## config.mk

```make
export PLATFORM = sky130hd
export DESIGN_NAME = hyp_trap_syndrome_encoder
export DESIGN_NICKNAME = d
export VERILOG_FILES = /design/src/hw/hyp_syndrome_pkg.sv /design/src/hw/hyp_trap_syndrome_encoder.sv
export VERILOG_INCLUDE_DIRS = /design/src /design/src/hw
export SDC_FILE = /design/constraint.sdc
export NUM_CORES = 1
export LEC_CHECK = 0
export ABC_AREA = 1
export BUFFER_PORTS_ARGS = -buffer_cell sky130_fd_sc_hd__buf_4
export CORE_MARGIN = 2
export CORE_UTILIZATION = 52
export DETAILED_ROUTE_END_ITERATION = 8
export GPL_ROUTABILITY_DRIVEN = 0
export PLACE_DENSITY_LB_ADDON = 0.3
export SYNTH_ARGS = -nofsm -noshare
export SYNTH_HDL_FRONTEND = slang
export SYNTH_SLANG_ARGS = --single-unit
```

## constraint.sdc

```tcl
create_clock -name clk -period 2.39 [get_ports clk]
set_clock_uncertainty 0.2 [all_clocks]
set_input_delay 0.478 -clock clk [delete_from_list [all_inputs] [get_ports clk]]
set_output_delay 0.478 -clock clk [all_outputs]
set_load 0.02 [all_outputs]
```

## src/hw/hyp_syndrome_cfg.svh

```systemverilog
// Fixed field values, class codes and register offsets of the trap syndrome encoder
`ifndef HYP_SYNDROME_CFG_SVH
`define HYP_SYNDROME_CFG_SVH

`define HSE_ADDR_W              4
`define HSE_OFF_SYNDROME        4'h0
`define HSE_OFF_STATUS          4'h4
`define HSE_OFF_CONFIG          4'h8
`define HSE_EC_UNKNOWN          6'h00
`define HSE_EC_WAIT             6'h01
`define HSE_EC_CP15_XFER        6'h03
`define HSE_EC_CP14_XFER        6'h05
`define HSE_EC_FP_ID_READ       6'h08
`define HSE_EC_ILLEGAL_STATE    6'h0E
`define HSE_EC_PC_ALIGN         6'h22
`define HSE_EC_PABT_LOWER       6'h20
`define HSE_EC_PABT_SAME        6'h21
`define HSE_EC_DABT_LOWER       6'h24
`define HSE_EC_DABT_SAME        6'h25
`define HSE_CODE_FIELD_A_ALWAYS         4'hE
`define HSE_FP_SECOND_OPCODE_FIELD             3'h0
`define HSE_FP_FIRST_OPCODE_FIELD             3'h7
`define HSE_FP_CRM              4'h0
`define HSE_COPROC_CP15         4'hF
`define HSE_COPROC_CP14         4'hE

`endif

```

## src/hw/hyp_syndrome_pkg.sv

```systemverilog
// Types shared by the trap syndrome encoder
package hyp_syndrome_pkg;

    typedef enum logic [2:0] {
        TRAP_NONE     = 3'b000,
        TRAP_UNDEF    = 3'b001,
        TRAP_WAIT     = 3'b010,
        TRAP_COPROC   = 3'b011,
        TRAP_FP_READ  = 3'b100,
        TRAP_PASS     = 3'b101
    } trap_kind_t;

    // Decoded trap from the pipeline
    typedef struct packed {
        logic       valid;
        trap_kind_t kind;
        logic [5:0] pass_class;
        logic       pass_iss_valid;
        logic [24:0] pass_iss;
        logic       is_32bit;
        logic       is_mixed_width;
        logic       is_conditional;
        logic [3:0] code_field_a;
        logic       code_field_a_passed;
        logic       wait_is_event;
        logic [3:0] coproc;
        logic [2:0] first_opcode_field;
        logic [2:0] second_opcode_field;
        logic [3:0] primary_coproc_reg_field;
        logic [3:0] secondary_coproc_reg_field;
        logic [3:0] rt;
        logic       is_read;
        logic [3:0] fp_reg;
    } trap_info_t;

    // Undefined-cause conditions
    typedef struct packed {
        logic unallocated;
        logic unimplemented;
        logic short_vector_fp;
        logic fp_absent_access;
        logic hyp_call;
        logic hyp_call_disable;
        logic halt_instr;
        logic halt_debug_enable;
        logic banked_inaccessible;
        logic debug_state;
        logic dsw1;
        logic dsw2;
        logic at_level0;
        logic at_level1;
        logic trap_general_exceptions;
        logic hyp_debug_disable;
        logic hyp_level_absent;
    } undef_cause_t;

    typedef struct packed {
        logic [5:0]  exception_class;
        logic        instr_length_flag;
        logic [24:0] class_syndrome;
    } syndrome_t;

endpackage

```

## src/hw/hyp_trap_syndrome_encoder.sv

```systemverilog
// Hypervisor trap syndrome encoder with its syndrome register
//
// The address map and strobed register access were chosen for this implementation.
`timescale 1ns/100ps
`default_nettype none
`include "hyp_syndrome_cfg.svh"

// How it works
// [RULE1] Length flag: 0 for 16-bit, 1 for 32-bit
// [RULE2] Length flag forced 1 for listed classes
// [RULE3] Alignment fault length flag left as given
// [RULE4] Low 25 bits chosen by class layout
// [RULE5] Unknown class: syndrome zero, fallback class
// [RULE6] Unallocated, unimplemented, vector, absent FP: unknown
// [RULE7] Disabled hyp call, halt, banked move: unknown
// [RULE8] Disallowed debug switches report unknown class
// [RULE9] Failed-condition wait never traps
// [RULE10] Wait syndrome: bit0 kind, 19..1 zero
// [RULE11] Condition-valid set for fixed-width instructions
// [RULE12] Condition copied, or 0xE if unconditional
// [RULE13] Passed conditional may report either value
// [RULE14] Mixed-width: flag clear, or valid condition
// [RULE15] Coprocessor layout for 1111, 1110, FP reads
// [RULE16] Second opcode at 19..17, FP gives 000
// [RULE17] First opcode at 16..14, FP gives 111
// [RULE18] Primary register at 13..10, FP register-select
// [RULE19] Class codes written to bits 31..26
// [RULE20] Transfer register at 8..5, bit 9 zero
// [RULE21] Secondary register at 4..1, FP zero
// [RULE22] Bit0 direction: write 0, read 1
// [RULE23] Whole record written in one cycle
module hyp_trap_syndrome_encoder (
    // Clock and reset
    input  wire logic                      clk,
    input  wire logic                      reset,
    // Trap from the pipeline
    input  wire hyp_syndrome_pkg::trap_info_t   trap_in,
    input  wire hyp_syndrome_pkg::undef_cause_t undef_in,
    // Trap taken to hypervisor mode
    output logic                           trap_taken,
    // Register port
    input  wire logic [`HSE_ADDR_W-1:0]    reg_addr,
    input  wire logic [31:0]               reg_wdata,
    input  wire logic                      reg_write,
    input  wire logic                      reg_read,
    output logic [31:0]                    reg_rdata
);

    // Condition field for fixed-width or mixed-width instructions
    function automatic logic [4:0] code_field_a_bits(input hyp_syndrome_pkg::trap_info_t t, input logic mixed_valid,
                                             input logic passed_as_always);
        logic [3:0] c;
        c = t.code_field_a;
        if (!t.is_conditional || (passed_as_always && t.code_field_a_passed)) begin
            c = `HSE_CODE_FIELD_A_ALWAYS;                                     // [RULE12] [RULE13]
        end
        if (t.is_mixed_width && !mixed_valid) begin
            code_field_a_bits = {1'b0, 4'h0};                                 // [RULE14]
        end else begin
            code_field_a_bits = {1'b1, c};                                    // [RULE11] [RULE14]
        end
    endfunction

    logic                                  undef_hit;
    logic                                  wait_fail;
    logic                                  take;
    hyp_syndrome_pkg::syndrome_t           rec;
    logic [4:0]                            cv_code_field_a;
    hyp_syndrome_pkg::syndrome_t           syn_d;
    hyp_syndrome_pkg::syndrome_t           syn_q;
    logic [31:0]                           count_d;
    logic [31:0]                           count_q;
    logic [1:0]                            cfg_d;
    logic [1:0]                            cfg_q;
    logic                                  taken_d;
    logic                                  taken_q;
    logic [31:0]                           rdata_d;
    logic [31:0]                           rdata_q;

    // Unknown-reason causes take priority over the decoded class
    always_comb begin
        undef_hit = undef_in.unallocated | undef_in.unimplemented
                  | undef_in.short_vector_fp | undef_in.fp_absent_access;                 // [RULE6]
        undef_hit = undef_hit
                  | (undef_in.hyp_call & undef_in.hyp_call_disable)
                  | (undef_in.halt_instr & ~undef_in.halt_debug_enable)
                  | undef_in.banked_inaccessible;                                         // [RULE7]
        undef_hit = undef_hit
                  | (undef_in.debug_state & undef_in.dsw1 & undef_in.at_level0
                     & undef_in.trap_general_exceptions)
                  | (undef_in.debug_state & undef_in.dsw2
                     & (undef_in.at_level0 | undef_in.at_level1)
                     & (undef_in.hyp_debug_disable | undef_in.hyp_level_absent));        // [RULE8]
    end

    always_comb begin
        wait_fail = (trap_in.kind == hyp_syndrome_pkg::TRAP_WAIT)
                  & trap_in.is_conditional & ~trap_in.code_field_a_passed;                      // [RULE9]
        take      = trap_in.valid & (undef_hit | (trap_in.kind != hyp_syndrome_pkg::TRAP_NONE)) & ~wait_fail;
        cv_code_field_a   = code_field_a_bits(trap_in, cfg_q[0], cfg_q[1]);
    end

    // Record builder
    always_comb begin
        rec.exception_class   = `HSE_EC_UNKNOWN;
        rec.instr_length_flag = trap_in.is_32bit;                                        // [RULE1]
        rec.class_syndrome    = 25'h0000000;
        if (undef_hit) begin
            rec.exception_class   = `HSE_EC_UNKNOWN;                                     // [RULE5]
            rec.instr_length_flag = 1'b1;                                                // [RULE2]
            rec.class_syndrome    = 25'h0000000;                                         // [RULE5]
        end else begin
            case (trap_in.kind)
                hyp_syndrome_pkg::TRAP_WAIT: begin
                    rec.exception_class = `HSE_EC_WAIT;                                  // [RULE19]
                    rec.class_syndrome  = {cv_code_field_a, 19'h00000, trap_in.wait_is_event};  // [RULE10] [RULE4]
                end
                hyp_syndrome_pkg::TRAP_COPROC: begin
                    if (trap_in.coproc == `HSE_COPROC_CP15) begin
                        rec.exception_class = `HSE_EC_CP15_XFER;                         // [RULE15] [RULE19]
                        rec.class_syndrome  = {cv_code_field_a, trap_in.second_opcode_field, trap_in.first_opcode_field, trap_in.primary_coproc_reg_field, 1'b0,
                                               trap_in.rt, trap_in.secondary_coproc_reg_field, trap_in.is_read}; // [RULE16] [RULE17] [RULE18] [RULE20] [RULE21] [RULE22]
                    end else if (trap_in.coproc == `HSE_COPROC_CP14) begin
                        rec.exception_class = `HSE_EC_CP14_XFER;                         // [RULE15] [RULE19]
                        rec.class_syndrome  = {cv_code_field_a, trap_in.second_opcode_field, trap_in.first_opcode_field, trap_in.primary_coproc_reg_field, 1'b0,
                                               trap_in.rt, trap_in.secondary_coproc_reg_field, trap_in.is_read}; // [RULE16] [RULE20] [RULE22]
                    end else begin
                        rec.exception_class   = `HSE_EC_UNKNOWN;                         // [RULE5]
                        rec.instr_length_flag = 1'b1;                                    // [RULE2]
                    end
                end
                hyp_syndrome_pkg::TRAP_FP_READ: begin
                    rec.exception_class = `HSE_EC_FP_ID_READ;                            // [RULE15] [RULE19]
                    rec.class_syndrome  = {cv_code_field_a, `HSE_FP_SECOND_OPCODE_FIELD, `HSE_FP_FIRST_OPCODE_FIELD, trap_in.fp_reg, 1'b0,
                                           trap_in.rt, `HSE_FP_CRM, 1'b1};               // [RULE16] [RULE17] [RULE18] [RULE21] [RULE22]
                end
                hyp_syndrome_pkg::TRAP_PASS: begin
                    rec.exception_class = trap_in.pass_class;
                    rec.class_syndrome  = trap_in.pass_iss;                              // [RULE4]
                    case (trap_in.pass_class)
                        `HSE_EC_ILLEGAL_STATE,
                        `HSE_EC_PABT_LOWER,
                        `HSE_EC_PABT_SAME: begin
                            rec.instr_length_flag = 1'b1;                                // [RULE2]
                        end
                        `HSE_EC_DABT_LOWER,
                        `HSE_EC_DABT_SAME: begin
                            if (!trap_in.pass_iss_valid) begin
                                rec.instr_length_flag = 1'b1;                            // [RULE2]
                            end
                        end
                        `HSE_EC_PC_ALIGN: begin
                            rec.instr_length_flag = trap_in.is_32bit;                    // [RULE3]
                        end
                        default: begin
                            rec.instr_length_flag = trap_in.is_32bit;
                        end
                    endcase
                end
                default: begin
                    rec.exception_class   = `HSE_EC_UNKNOWN;                             // [RULE5]
                    rec.instr_length_flag = 1'b1;                                        // [RULE2]
                    rec.class_syndrome    = 25'h0000000;
                end
            endcase
        end
    end

    // Register next values: a trap wins over a software write in the same cycle
    always_comb begin
        syn_d   = syn_q;
        count_d = count_q;
        cfg_d   = cfg_q;
        taken_d = take;
        if (reg_write && reg_addr == `HSE_OFF_SYNDROME) begin
            syn_d = hyp_syndrome_pkg::syndrome_t'(reg_wdata);
        end
        if (reg_write && reg_addr == `HSE_OFF_STATUS) begin
            count_d = 32'h00000000;
        end
        if (reg_write && reg_addr == `HSE_OFF_CONFIG) begin
            cfg_d = reg_wdata[1:0];
        end
        if (take) begin
            syn_d   = rec;                                                               // [RULE23]
            count_d = count_q + 32'h00000001;
        end
        rdata_d = 32'h00000000;
        if (reg_read) begin
            case (reg_addr)
                `HSE_OFF_SYNDROME: rdata_d = syn_q;
                `HSE_OFF_STATUS:   rdata_d = count_q;
                `HSE_OFF_CONFIG:   rdata_d = {30'h00000000, cfg_q};
                default:           rdata_d = 32'h00000000;
            endcase
        end
    end

    always_ff @(posedge clk) begin
        if (reset) begin
            syn_q   <= '0;
            count_q <= 32'h00000000;
            cfg_q   <= 2'h1;
            taken_q <= 1'b0;
            rdata_q <= 32'h00000000;
        end else begin
            syn_q   <= syn_d;
            count_q <= count_d;
            cfg_q   <= cfg_d;
            taken_q <= taken_d;
            rdata_q <= rdata_d;
        end
    end

    assign trap_taken = taken_q;
    assign reg_rdata  = rdata_q;

endmodule // hyp_trap_syndrome_encoder
`default_nettype wire

```

== After elaboration in Yosys (flattened, before gate mapping) ==
Cells that the tools add are included.

* Muxes and demuxes: 19
* Equality and inequality tests: 13
* Reductions and logical operators: 16
* $add $sub $neg: 1
* Bitwise operators: 27

{| class="wikitable"
|+ Operators by type and width
! operator !! number
|-
| 2-to-1 mux 32 bit || 5
|-
| one-hot mux 25 bit (4 select lines) || 1
|-
| one-hot mux 32 bit (3 select lines) || 1
|-
| 2-to-1 mux 25 bit || 2
|-
| adder 32 x 1 -> 32 bit, second input constant || 1
|-
| == test 6 bit, second input constant || 4
|-
| one-hot mux 6 bit (4 select lines) || 1
|-
| AND 1 bit || 12
|-
| == test 4 bit, second input constant || 3
|-
| bitwise OR 1 bit || 11
|-
| == test 3 x 2 -> 1 bit, second input constant || 2
|-
| == test 3 bit, second input constant || 2
|-
| == test 6 x 4 -> 1 bit, second input constant || 1
|-
| 2-to-1 mux 3 bit || 2
|-
| OR reduction 2 bit || 3
|-
| logical AND 1 bit || 5
|-
| 2-to-1 mux 5 bit || 1
|-
| == test 4 x 3 -> 1 bit, second input constant || 1
|-
| logical NOT 4 bit || 1
|-
| 2-to-1 mux 4 bit || 1
|-
| inverter 1 bit || 4
|-
| nonzero test 2 bit || 2
|-
| 2-to-1 mux 1 bit || 3
|-
| one-hot mux 1 bit (3 select lines) || 1
|-
| other kinds (5) || 6
|}

* Output and inout port bits: 33
* Register bits after elaboration: 99
* Logic and storage cells: 83

== Depth between registers and ports, before layout ==
Gate-level depths: netlist (run 1).

* Word-level depth: 12
* Gate-level depth with buffers: 12
* Gate-level depth less buffers: 11

== Worst setup path before layout (run 1) ==
No wires, ideal clock.

* Path kind: input to register
* Start point: input port undef_in[15] (netlist name)
* End point: register syn_q[25] (netlist name)
* Cell stages on the path: 10
* Data arrival time: 1530 ps
* Slack: 527 ps
* Path through: nor2_1 -> nand2_1 -> nor2_1 -> nand3_2 -> o21ai_2 -> buf_6 -> buf_4 -> o21ai_0 -> nand2_1 -> a21oi_1

* Cells in the longest elaborated chain, start to end: 12
* Elaborated cells on any way between the ends: 14
* Classes of those cells: mux: 2; bitwise: 11; reduce/logical: 1

{| class="wikitable"
|+ RTL lines
! what !! RTL line !! text
|-
| from (decl) || hyp_trap_syndrome_encoder.sv:38 || <nowiki>input wire hyp_syndrome_pkg::undef_cause_t undef_in,</nowiki>
|-
| bitwise OR 1 bit * || hyp_trap_syndrome_encoder.sv:82 || <nowiki>undef_hit = undef_in.unallocated | undef_in.unimplemented</nowiki>
|-
| bitwise OR 1 bit * (2 in a row) || hyp_trap_syndrome_encoder.sv:83 || <nowiki>| undef_in.short_vector_fp | undef_in.fp_absent_access;</nowiki>
|-
| bitwise OR 1 bit * || hyp_trap_syndrome_encoder.sv:85 || <nowiki>| (undef_in.hyp_call & undef_in.hyp_call_disable)</nowiki>
|-
| bitwise OR 1 bit * || hyp_trap_syndrome_encoder.sv:86 || <nowiki>| (undef_in.halt_instr & ~undef_in.halt_debug_enable)</nowiki>
|-
| bitwise OR 1 bit * || hyp_trap_syndrome_encoder.sv:87 || <nowiki>| undef_in.banked_inaccessible;</nowiki>
|-
| bitwise OR 1 bit * || hyp_trap_syndrome_encoder.sv:89 || <nowiki>| (undef_in.debug_state & undef_in.dsw1 & undef_in.at_level0</nowiki>
|-
| bitwise OR 1 bit * || hyp_trap_syndrome_encoder.sv:91 || <nowiki>| (undef_in.debug_state & undef_in.dsw2</nowiki>
|-
| bitwise OR 1 bit || hyp_trap_syndrome_encoder.sv:99 || <nowiki>take = trap_in.valid & (undef_hit | (trap_in.kind != hyp_syndrome_pkg::TRAP_NONE)) & ~wait_fail;</nowiki>
|-
| AND 1 bit (2 in a row) || hyp_trap_syndrome_encoder.sv:99 ||
|-
| 2-to-1 mux 32 bit / nonzero test 2 bit (equally long branches) || -- ||
|-
| to (signal assigned) || hyp_trap_syndrome_encoder.sv:207 || <nowiki>syn_q <= syn_d;</nowiki>
|-
| to (decl) || hyp_trap_syndrome_encoder.sv:70 || <nowiki>hyp_syndrome_pkg::syndrome_t syn_q;</nowiki>
|}

Every way passes the cells marked *; elsewhere a longest branch is shown, timed or not.
A chain may end at the register's enable or synchronous reset.

== Final worst setup path (run 1) ==
* Start point: register count_q[1]
* End point: register count_q[24]

* Cells in the longest elaborated chain, start to end: 2

{| class="wikitable"
|+ RTL lines
! what !! RTL line !! text
|-
| from (decl) || hyp_trap_syndrome_encoder.sv:72 || <nowiki>logic [31:0] count_q;</nowiki>
|-
| from (signal assigned) || hyp_trap_syndrome_encoder.sv:208 || <nowiki>count_q <= count_d;</nowiki>
|-
| adder 32 x 1 -> 32 bit || hyp_trap_syndrome_encoder.sv:186 || <nowiki>count_d = count_q + 32'h00000001;</nowiki>
|-
| 2-to-1 mux 32 bit || hyp_trap_syndrome_encoder.sv:184 || <nowiki>if (take) begin</nowiki>
|}

Every way passes these cells.

==> results by group, run 1 <==
Setup path
  • Kind of end point of the critical path: flop
  • Crit path DAT: 2.23 ns
  • CP endpoint: count_q[24]
  • Worst R2R Setup Slack: 0.22 ns
  • Crit-path cells: ha_1, nand2_1, nor2_1, nand2_1, nor3_1, nand3_1, nand2_1, nor2_1
  • Worst-path fanout max: 5
  • Slowest-stage cell, CP: dfxtp_1
  • Crit path from: count_q[1]
  • R2R depth: 8
  • Most frequent CP cell: nand2_1
  • Reg2reg start: count_q[1]
  • CP startpoint kind: flop
  • Reg2reg end: count_q[24]
  • Crit path required time: 2.45 ns
  • CP max stage delay: 0.43 ns
  • Path type of the worst setup path: flop to flop

Floorplan
  • Die area: 11500 um2
  • Die height: 107 um
  • I/O pins: 162
  • Core area: 10300 um2
  • Starting Density: 53.8%
  • # rows: 37
  • Die width: 107 um

GRT
  • Initial antenna violation count: 0
  • Number of global-route vias before repair: 6040
  • Remaining Overflow, GRT: 0
  • First-pass GRT wire length: 28.5 mm
  • Largest net degree at the start of global routing: 49
  • All-Layer GR Usage: 30.9%

Clock tree
  • CTS Buffer Depth: 2
  • Later-pin clock latency in the skew report: 0.39 ns
  • Clock Pin Slew Worst Setup and Hold Paths: 0.11 ns
  • Post-CTS Hold Buffers: 0
  • H-tree levels: 3
  • Clk root buf: clkbuf_8
  • Sink Count: 99
  • Gates resized, CTS repair: 0
  • CTS tree: built
  • Setup Fix Bufs, Post-CTS: 0
  • CTS Buf Count: 9

Detailed routing
  • First-pass DRT Iterations: 5
  • Drt wl/cell: 14.5 um
  • DRC: 0
  • Final wirelength: 17.2 mm
  • Post-route ant nets: 0
  • Iteration-0 DRC Markers: 526
  • Via count: 6441
  • Vias per cell: 5.42

Timing
  • Final hold vios: 0
  • Final setup fails: 0
  • Max-slew violation count: 0
  • PnR worst setup slack: 0.219 ns
  • Final min period: 2.17 ns
  • Worst-Margin Slew: 0.800 ns
  • Post-Route Setup TNS: 0 ns
  • Fmax: 461 MHz
  • RSZ-0062 raised after global routing: no
  • Final cycle utilization of the critical path: 90.8%
  • Rel. slew slack: 46.5%

Place
  • Pre-CTS WS: 0.0165 ns
  • Cells after DPL: 1172
  • Detailed placement HPWL: 13.2 mm
  • Input/output buffers: 161

Status
  • Status: complete, no violations

Power and ir drop
  • P per Cell Area: 465 nW/um2
  • Max VDD drop: 0.320 mV
  • Leak: 0.00297 uW

Run
  • Maxcap violations: 0

Cells and area
  • Final nets: 1177
  • Proportion of layout cells with a drive suffix above 1: 21.0%
  • N_diodes: 0
  • P&R area growth vs syn: 28.0%
  • Fill cell count: 911
  • Non-Filler Instances: 1188

Logic synthesis
  • Post-Syn Area: 5550 um2
  • Synth warnings: 0
  • Post-Syn Nets: 1023
  • Seq/Total Area, Yosys: 35.7%
  • Mapped Cells: 893
  • Synth unique cells: 34
  • Register bit total from synthesis: 99
  • Synthesized area per cell: 6.22 um2

Min path
  • Hold WC Path Type: primary input to flop
[Yosys cell counts, drive strengths merged]
library cell | number | area [um2]
a21o | 1 | 7.51
nand2 | 272 | 1020
xnor2 | 1 | 8.76
a22o | 4 | 35.0
xor2 | 2 | 17.5
a21oi | 80 | 400
nand3 | 118 | 601
o221ai | 1 | 8.76
o22ai | 1 | 6.26
ha | 1 | 12.5
nor2 | 98 | 385
o211ai | 2 | 15.0
o21ai | 68 | 348
clkbuf | 22 | 85.1
nor3 | 14 | 70.1
a31oi | 1 | 12.5
nand4 | 4 | 25.0
nand3b | 12 | 90.1
inv | 69 | 259
or2 | 2 | 12.5
buf | 21 | 145
dfxtp | 99 | 1980
[stage by stage]
stage / utilization, % / hold WS (ns) / power [uW] / area [um2]
after floorplan: - / 0.240 / 1990 / 5550
after global placement: 66.9 / 0.255 / 2220 / 6900
after detailed placement: 66.9 / 0.253 / 2230 / 6900
after CTS: 68.8 / 0.170 / 3310 / 7110
after global routing: 68.8 / 0.188 / 3450 / 7110
final: 68.8 / 0.171 / 3300 / 7110
[layout by cell type (no fill, tap or decap), drive strengths merged, types with 2 or more instances in the layout]
cell | netlist | layout
clkinv | 0 | 3
clkbuf | 22 | 9
inv | 69 | 73
o211ai | 2 | 2
nor3 | 14 | 14
xor2 | 2 | 2
nand3 | 118 | 118
buf | 21 | 186
nor2 | 98 | 98
nand4 | 4 | 4
nand2 | 272 | 272
dfxtp | 99 | 99
or2 | 2 | 2
a22o | 4 | 4
o21ai | 68 | 68
a21oi | 80 | 80
nand3b | 12 | 12
[kinds of logic (layout without fill, tap and decap cells)]
kind of cell    count (synthesis)  count (layout)  share of synthesized area, %
fa+ha+maj                       1               1                         0.225
compound gates                158             158                          15.0
xor+xnor                        3               3                         0.473
buf+inv                       112             271                          8.81
flops                          99              99                          35.7
simple gates                  520             520                          39.8
[worst max-delay path: cells and delay by family, from the launching register on]
| family | cells | cell delay [ns] |
|---|---|---|
| AND/OR/NAND/NOR | 7 | 1.14 |
| flip-flops | 1 | 0.43 |
| adder cells (fa/ha/maj) | 1 | 0.28 |
[metal layers]
layer	global-route usage [%]	vias to the layer above	part of all wire [%]	wire [um]
met5	0	-	0	0
met4	10.4	0	2.5	436
met3	6.54	37	9.1	1580
met2	51.5	321	48	8210
met1	39.6	2858	41	7010
li1	-	3225	-	-
[worst min path at each step]
| stage | start | end | slack, ns | cells past startpoint |
|---|---|---|---|---|
| finish | reg_wdata[0] | cfg_q[0] | 0.17 | 3 |
| detailed placement | syn_q[18] | reg_rdata[18] | 0.25 | 2 |
| floorplan | syn_q[20] | reg_rdata[20] | 0.24 | 2 |
| global placement | syn_q[18] | reg_rdata[18] | 0.25 | 2 |
| global route | reg_wdata[0] | cfg_q[0] | 0.19 | 3 |
| CTS | reg_wdata[0] | cfg_q[0] | 0.17 | 3 |
[sequential cells by signal, indices dropped and copies added, names as in the netlist]
register / flops
count_q: 32
reg_rdata: 32
syn_q: 32
cfg_q: 2
trap_taken: 1
[report_power, final]
group / internal (uW) / switching (uW) / leakage, uW / total (uW)
Sequential: 1690 / 24.9 / 0.000805 / 1720
Combinational: 232 / 250 / 0.00206 / 483
Clock: 420 / 683 / 0.000104 / 1100
Total: 2340 / 959 / 0.00297 / 3300
[area by class of cell]
type	count	area, um2	area share (%)
multi-input cells	682	3090	43.5
flip-flops and latches	99	1980	27.9
repair buffers	186	1400	19.6
inverters	69	259	3.64
well taps	136	170	2.39
clock buffers	9	124	1.74
clock inverters	7	81.3	1.14
Power figures use the tool's default switching activity.
==> run 2: changes to the inputs <==
- PLACE_DENSITY: default -> 0.79
- PLACE_DENSITY_LB_ADDON: 0.3 -> default
==> results by group, run 2 (synthesized netlist as in run 1, its figures left out) <==
Cells and area
  • Commonest non-fill, non-tap cell in the layout: nand2_1 (unchanged)
  • Proportion of layout cells with a drive suffix above 1: 21.1% (was 21.0%)
  • Final nets: 1178 (was 1177)
  • P&R area growth vs syn: 28.4% (was 28.0%)
  • Most frequent cells in the layout: nand2_1 (271), buf_4 (185), nand3_1 (116), dfxtp_1 (99), nor2_1 (92) (was nand2_1 (271), buf_4 (186), nand3_1 (116), dfxtp_1 (99), nor2_1 (92))
  • N_diodes: 0 (unchanged)
  • Final Util: 69.0% (was 68.8%)
  • Fill cell count: 959 (was 911)

Setup path
  • CP startpoint kind: flop (unchanged)
  • Worst-path fanout max: 5 (unchanged)
  • Crit path required time: 2.45 ns (about the same)
  • Kind of end point of the critical path: flop (unchanged)
  • Crit path DAT: 2.10 ns (was 2.23 ns)
  • Path type of the worst setup path: flop to flop (unchanged)

Clock tree
  • H-tree levels: 3 (unchanged)
  • Clk root buf: clkbuf_8 (unchanged)
  • Sink Count: 99 (unchanged)
  • Clock Pin Slew Worst Setup and Hold Paths: 0.11 ns (about the same)
  • CTS Buffer Depth: 2 (unchanged)
  • Later-pin clock latency in the skew report: 0.37 ns (was 0.39 ns)
  • Setup Fix Bufs, Post-CTS: 0 (unchanged)
  • Post-CTS Hold Buffers: 0 (unchanged)
  • Gates resized, CTS repair: 0 (unchanged)
  • CTS tree: built (unchanged)
  • CTS Buf Count: 9 (unchanged)

GRT
  • Initial antenna violation count: 0 (unchanged)
  • All-Layer GR Usage: 31.0% (was 30.9%)
  • Number of global-route vias before repair: 6032 (was 6040)
  • Remaining Overflow, GRT: 0 (unchanged)
  • First-pass GRT wire length: 28.7 mm (was 28.5 mm)
  • Largest net degree at the start of global routing: 53 (was 49)

Detailed routing
  • Final wirelength: 17.5 mm (was 17.2 mm)
  • Via count: 6375 (was 6441)
  • Iteration-0 DRC Markers: 394 (was 526)
  • Post-route ant nets: 0 (unchanged)
  • DRC: 0 (unchanged)
  • First-pass DRT Iterations: 5 (unchanged)
  • Drt wl/cell: 14.7 um (was 14.5 um)
  • Vias per cell: 5.36 (was 5.42)

Timing
  • RSZ-0062 raised after global routing: no (unchanged)
  • Fmax: 489 MHz (was 461 MHz)
  • Final hold vios: 0 (unchanged)
  • Rel. slew slack: 47.0% (was 46.5%)
  • Max-slew violation count: 0 (unchanged)
  • Worst-Margin Slew: 0.793 ns (was 0.800 ns)
  • Post-Route Setup TNS: 0 ns (unchanged)
  • Final setup fails: 0 (unchanged)
  • Final min period: 2.05 ns (was 2.17 ns)
  • Final cycle utilization of the critical path: 85.6% (was 90.8%)

Floorplan
  • Core area: 10300 um2 (unchanged)
  • # rows: 37 (unchanged)
  • Die width: 107 um (unchanged)
  • I/O pins: 162 (unchanged)
  • Die area: 11500 um2 (unchanged)
  • Die height: 107 um (unchanged)
  • Starting Density: 53.8% (unchanged)

Status
  • Status: complete, no violations (unchanged)

Power and ir drop
  • Leak: 0.00298 uW (was 0.00297 uW)
  • P per Cell Area: 460 nW/um2 (was 465 nW/um2)
  • Max VDD drop: 0.265 mV (was 0.320 mV)

Place
  • Input/output buffers: 161 (unchanged)
  • Detailed placement HPWL: 13.6 mm (was 13.2 mm)

Min path
  • Hold WC Path Type: primary input to flop (unchanged)

Run
  • Maxcap violations: 0 (unchanged)
==> run 2: area by class of cell <==
| class | count | area (um2) | share of cell area [%] |
|---|---|---|---|
| well taps | 136 | 170 | 2.39 |
| flip-flops and latches | 99 | 1980 | 27.8 |
| multi-input cells | 682 | 3090 | 43.4 |
| inverters | 69 | 259 | 3.63 |
| clock buffers | 9 | 124 | 1.74 |
| clock inverters | 7 | 67.6 | 0.948 |
| repair buffers | 187 | 1430 | 20.1 |
==> run 2: worst max-delay path, stage by stage, from the launching register on <==
cell	delay, ns
dfxtp_1	0.35
ha_1	0.30
nand2_1	0.13
nor2_1	0.13
nand2_1	0.16
inv_1	0.15
nand2_1	0.06
nor3_1	0.25
nand2_1	0.09
nand2_1	0.07
a21oi_1	0.06
==> run 2: layer usage <==
metal / track usage [%] / wire (um) / vias up
met5: 0 / 0 / -
met4: 11.4 / 460 / 0
met3: 6.54 / 1550 / 44
met2: 51.6 / 8270 / 301
met1: 39.6 / 7190 / 2804
li1: - / - / 3226
==> run 2: path summary, 6_finish.rpt <==
path                start             to  slack, ns  cells past startpoint
max            count_q[0]    count_q[22]       0.34                     10
min          reg_wdata[0]       cfg_q[0]       0.21                      3
max reg2reg    count_q[0]    count_q[22]       0.34                     10
min reg2reg     syn_q[27]  reg_rdata[27]       0.28                      2
==> run 2: metrics by stage <==
stage	instances	area, um2	total power (uW)	setup slack (ns)	hold WS (ns)
after detailed placement	1173	6930	2240	0.0397	0.257
after CTS	1189	7130	3280	0.379	0.198
after global placement	1173	6930	2240	0.0597	0.254
after floorplan	893	5550	1990	0.527	0.240
final	1189	7130	3280	0.345	0.205
after global routing	1189	7130	3410	0.115	0.196
==> run 2: power breakdown <==
part	total (uW)	switching, uW	internal, uW
combinational	497	256	240
sequential	1710	23.3	1690
clock	1070	660	409
total	3280	939	2340
==> run 3: changes to the inputs <==
- BUFFER_PORTS_ARGS: -buffer_cell sky130_fd_sc_hd__buf_4 -> -buffer_cell sky130_fd_sc_hd__buf_2
- GPL_TIMING_DRIVEN: default -> 0
==> results by group, run 3 (synthesized netlist as in run 1, its figures left out) <==
Status
  • Status: complete, no violations (unchanged)

Detailed routing
  • First-pass DRT Iterations: 6 (was 5)
  • Iteration-0 DRC Markers: 503 (was 394)
  • DRC: 0 (unchanged)
  • Final wirelength: 18.2 mm (was 17.5 mm)
  • Post-route ant nets: 0 (unchanged)
  • Via count: 6445 (was 6375)
  • Drt wl/cell: 15.1 um (was 14.7 um)
  • Vias per cell: 5.34 (was 5.36)

Power and ir drop
  • Seq pwr share: 51.4% (was 52.3%)
  • Clk pwr share: 35.3% (was 32.6%)
  • Net load switching power: 966 uW (was 939 uW)
  • Pint: 2380 uW (was 2340 uW)
  • P per Cell Area: 496 nW/um2 (was 460 nW/um2)
  • Max VDD drop: 0.319 mV (was 0.265 mV)
  • Comb pwr share: 13.3% (was 15.1%)
  • Leak: 0.00288 uW (was 0.00298 uW)
  • Net Sw Frac: 28.8% (was 28.6%)

Setup path
  • Crit path DAT: 2.15 ns (was 2.10 ns)
  • Worst-path fanout max: 7 (was 5)
  • CP startpoint kind: flop (unchanged)
  • Reg2reg start: count_q[0] (unchanged)
  • Buffers & Inverters on Critical Path: 0 (was 1)
  • R2R depth: 8 (was 10)
  • Path type of the worst setup path: flop to flop (unchanged)
  • CP max stage delay: 0.42 ns (was 0.35 ns)
  • Slowest-stage cell, CP: dfxtp_2 (was dfxtp_1)
  • Critical path's top delay family: simple AND/OR/NAND/NOR gates (unchanged)
  • CP endpoint: count_q[24] (was count_q[22])
  • Crit path from: count_q[0] (unchanged)
  • Worst R2R Setup Slack: 0.30 ns (was 0.34 ns)
  • Reg2reg end: count_q[24] (was count_q[22])
  • Kind of end point of the critical path: flop (unchanged)
  • Crit-path cells: ha_1, nand2_1, nor2_2, nand2_1, nor3_1, nand3_1, nand2_1, nor2_1 (was ha_1, nand2_1, nor2_1, nand2_1, inv_1, nand2_1, nor3_1, nand2_1, nand2_1, a21oi_1)
  • Number of cells on the critical path: 8 (was 10)
  • Most frequent CP cell: nand2_1 (unchanged)
  • Crit path required time: 2.45 ns (about the same)

Cells and area
  • Most frequent cells in the layout: nand2_1 (271), buf_2 (172), nand3_1 (116), dfxtp_1 (97), nor2_1 (92) (was nand2_1 (271), buf_4 (185), nand3_1 (116), dfxtp_1 (99), nor2_1 (92))
  • Final Util: 65.4% (was 69.0%)
  • Proportion of layout cells with a drive suffix above 1: 20.7% (was 21.1%)
  • Final nets: 1195 (was 1178)
  • Commonest non-fill, non-tap cell in the layout: nand2_1 (unchanged)
  • N_diodes: 0 (unchanged)
  • P&R area growth vs syn: 21.7% (was 28.4%)
  • Final instance area: 6750 um2 (was 7130 um2)
  • Non-Filler Instances: 1206 (was 1189)

Floorplan
  • Die height: 107 um (unchanged)
  • # rows: 37 (unchanged)
  • Die width: 107 um (unchanged)
  • Starting Density: 53.8% (unchanged)
  • Core area: 10300 um2 (unchanged)
  • I/O pins: 162 (unchanged)
  • Die area: 11500 um2 (unchanged)

Min path
  • Hold path cells: 2 (was 3)
  • Hold WC Path Type: primary input to flop (unchanged)

Timing
  • Final setup fails: 0 (unchanged)
  • RSZ-0062 raised after global routing: no (unchanged)
  • Max-slew violation count: 0 (unchanged)
  • Rel. slew slack: 60.5% (was 47.0%)
  • Fmax: 478 MHz (was 489 MHz)
  • Worst-Margin Slew: 0.592 ns (was 0.793 ns)
  • Final cycle utilization of the critical path: 87.6% (was 85.6%)
  • Final hold vios: 0 (unchanged)
  • Final min period: 2.09 ns (was 2.05 ns)
  • Post-Route Setup TNS: 0 ns (unchanged)
  • Hold slack: 0.120 ns (was 0.205 ns)

Clock tree
  • CTS Buf Count: 9 (unchanged)
  • Post-CTS Hold Buffers: 0 (unchanged)
  • Sink Count: 99 (unchanged)
  • Gates resized, CTS repair: 0 (unchanged)
  • Clk root buf: clkbuf_8 (unchanged)
  • Later-pin clock latency in the skew report: 0.39 ns (was 0.37 ns)
  • CTS Buffer Depth: 2 (unchanged)
  • H-tree levels: 3 (unchanged)
  • CTS tree: built (unchanged)
  • Clock Pin Slew Worst Setup and Hold Paths: 0.10 ns (was 0.11 ns)
  • Setup Fix Bufs, Post-CTS: 0 (unchanged)

Place
  • Input/output buffers: 161 (unchanged)
  • Cells after DPL: 1190 (was 1173)
  • Area after DPL: 6530 um2 (was 6930 um2)
  • Detailed placement HPWL: 14.4 mm (was 13.6 mm)

GRT
  • Largest net degree at the start of global routing: 20 (was 53)
  • Number of global-route vias before repair: 6293 (was 6032)
  • Initial antenna violation count: 0 (unchanged)
  • All-Layer GR Usage: 32.2% (was 31.0%)
  • First-pass GRT wire length: 29.4 mm (was 28.7 mm)
  • Remaining Overflow, GRT: 0 (unchanged)

Run
  • Maxcap violations: 0 (unchanged)
run 3: layout make-up:
class / count / area, um2
Inverter: 69 / 259
Tap cell: 136 / 170
Multi-Input combinational cell: 682 / 3090
Clock buffer: 9 / 124
Timing Repair Buffer: 161 / 806
Buffer: 43 / 230
Clock inverter: 7 / 92.6
Sequential cell: 99 / 1980
Fill cell: 1019 / 3570
run 3: worst min path at each step:
| stage | slack [ns] | to | from |
|---|---|---|---|
| floorplan | 0.24 | reg_rdata[20] | syn_q[20] |
| global placement | 0.25 | reg_rdata[15] | syn_q[15] |
| detailed placement | 0.25 | reg_rdata[15] | syn_q[15] |
| CTS | 0.11 | count_q[8] | reset |
| global route | 0.12 | count_q[8] | reset |
| finish | 0.12 | count_q[8] | reset |
run 3: power by group through the flow:
stage          Clock (uW)  Combinational (uW)  Sequential (uW)
6_report             1180                 445             1720
5_1_grt              1240                 497             1730
4_1_cts              1190                 441             1720
3_5_place_dp            0                 438             1760
3_3_place_gp            0                 435             1760
2_1_floorplan           0                 245             1750
run 3: worst reg2reg max path: cells and delay by family, from the launching register on:
family                     cells  cell delay [ns]
adders and majority gates      1             0.25
DFF                            1             0.42
and+or+nand+nor                7             1.10
run 3: metrics by stage:
| step | setup WS [ns] | total power [uW] |
|---|---|---|
| 6_report | 0.298 | 3350 |
| 4_1_cts | 0.105 | 3350 |
| 3_5_place_dp | 0.0926 | 2200 |
| 5_1_grt | 0.0826 | 3470 |
| 3_3_place_gp | 0.125 | 2190 |
| 2_1_floorplan | 0.527 | 1990 |
run 3: per-layer routing:
| layer | track usage, % | vias up | part of all wire (%) |
|---|---|---|---|
| met3 | 5.99 | 45 | 9.3 |
| met2 | 56.8 | 301 | 48 |
| met4 | 13.9 | 0 | 2.9 |
| li1 | - | 3261 | - |
| met1 | 38.1 | 2838 | 40 |
| met5 | 0 | - | 0 |
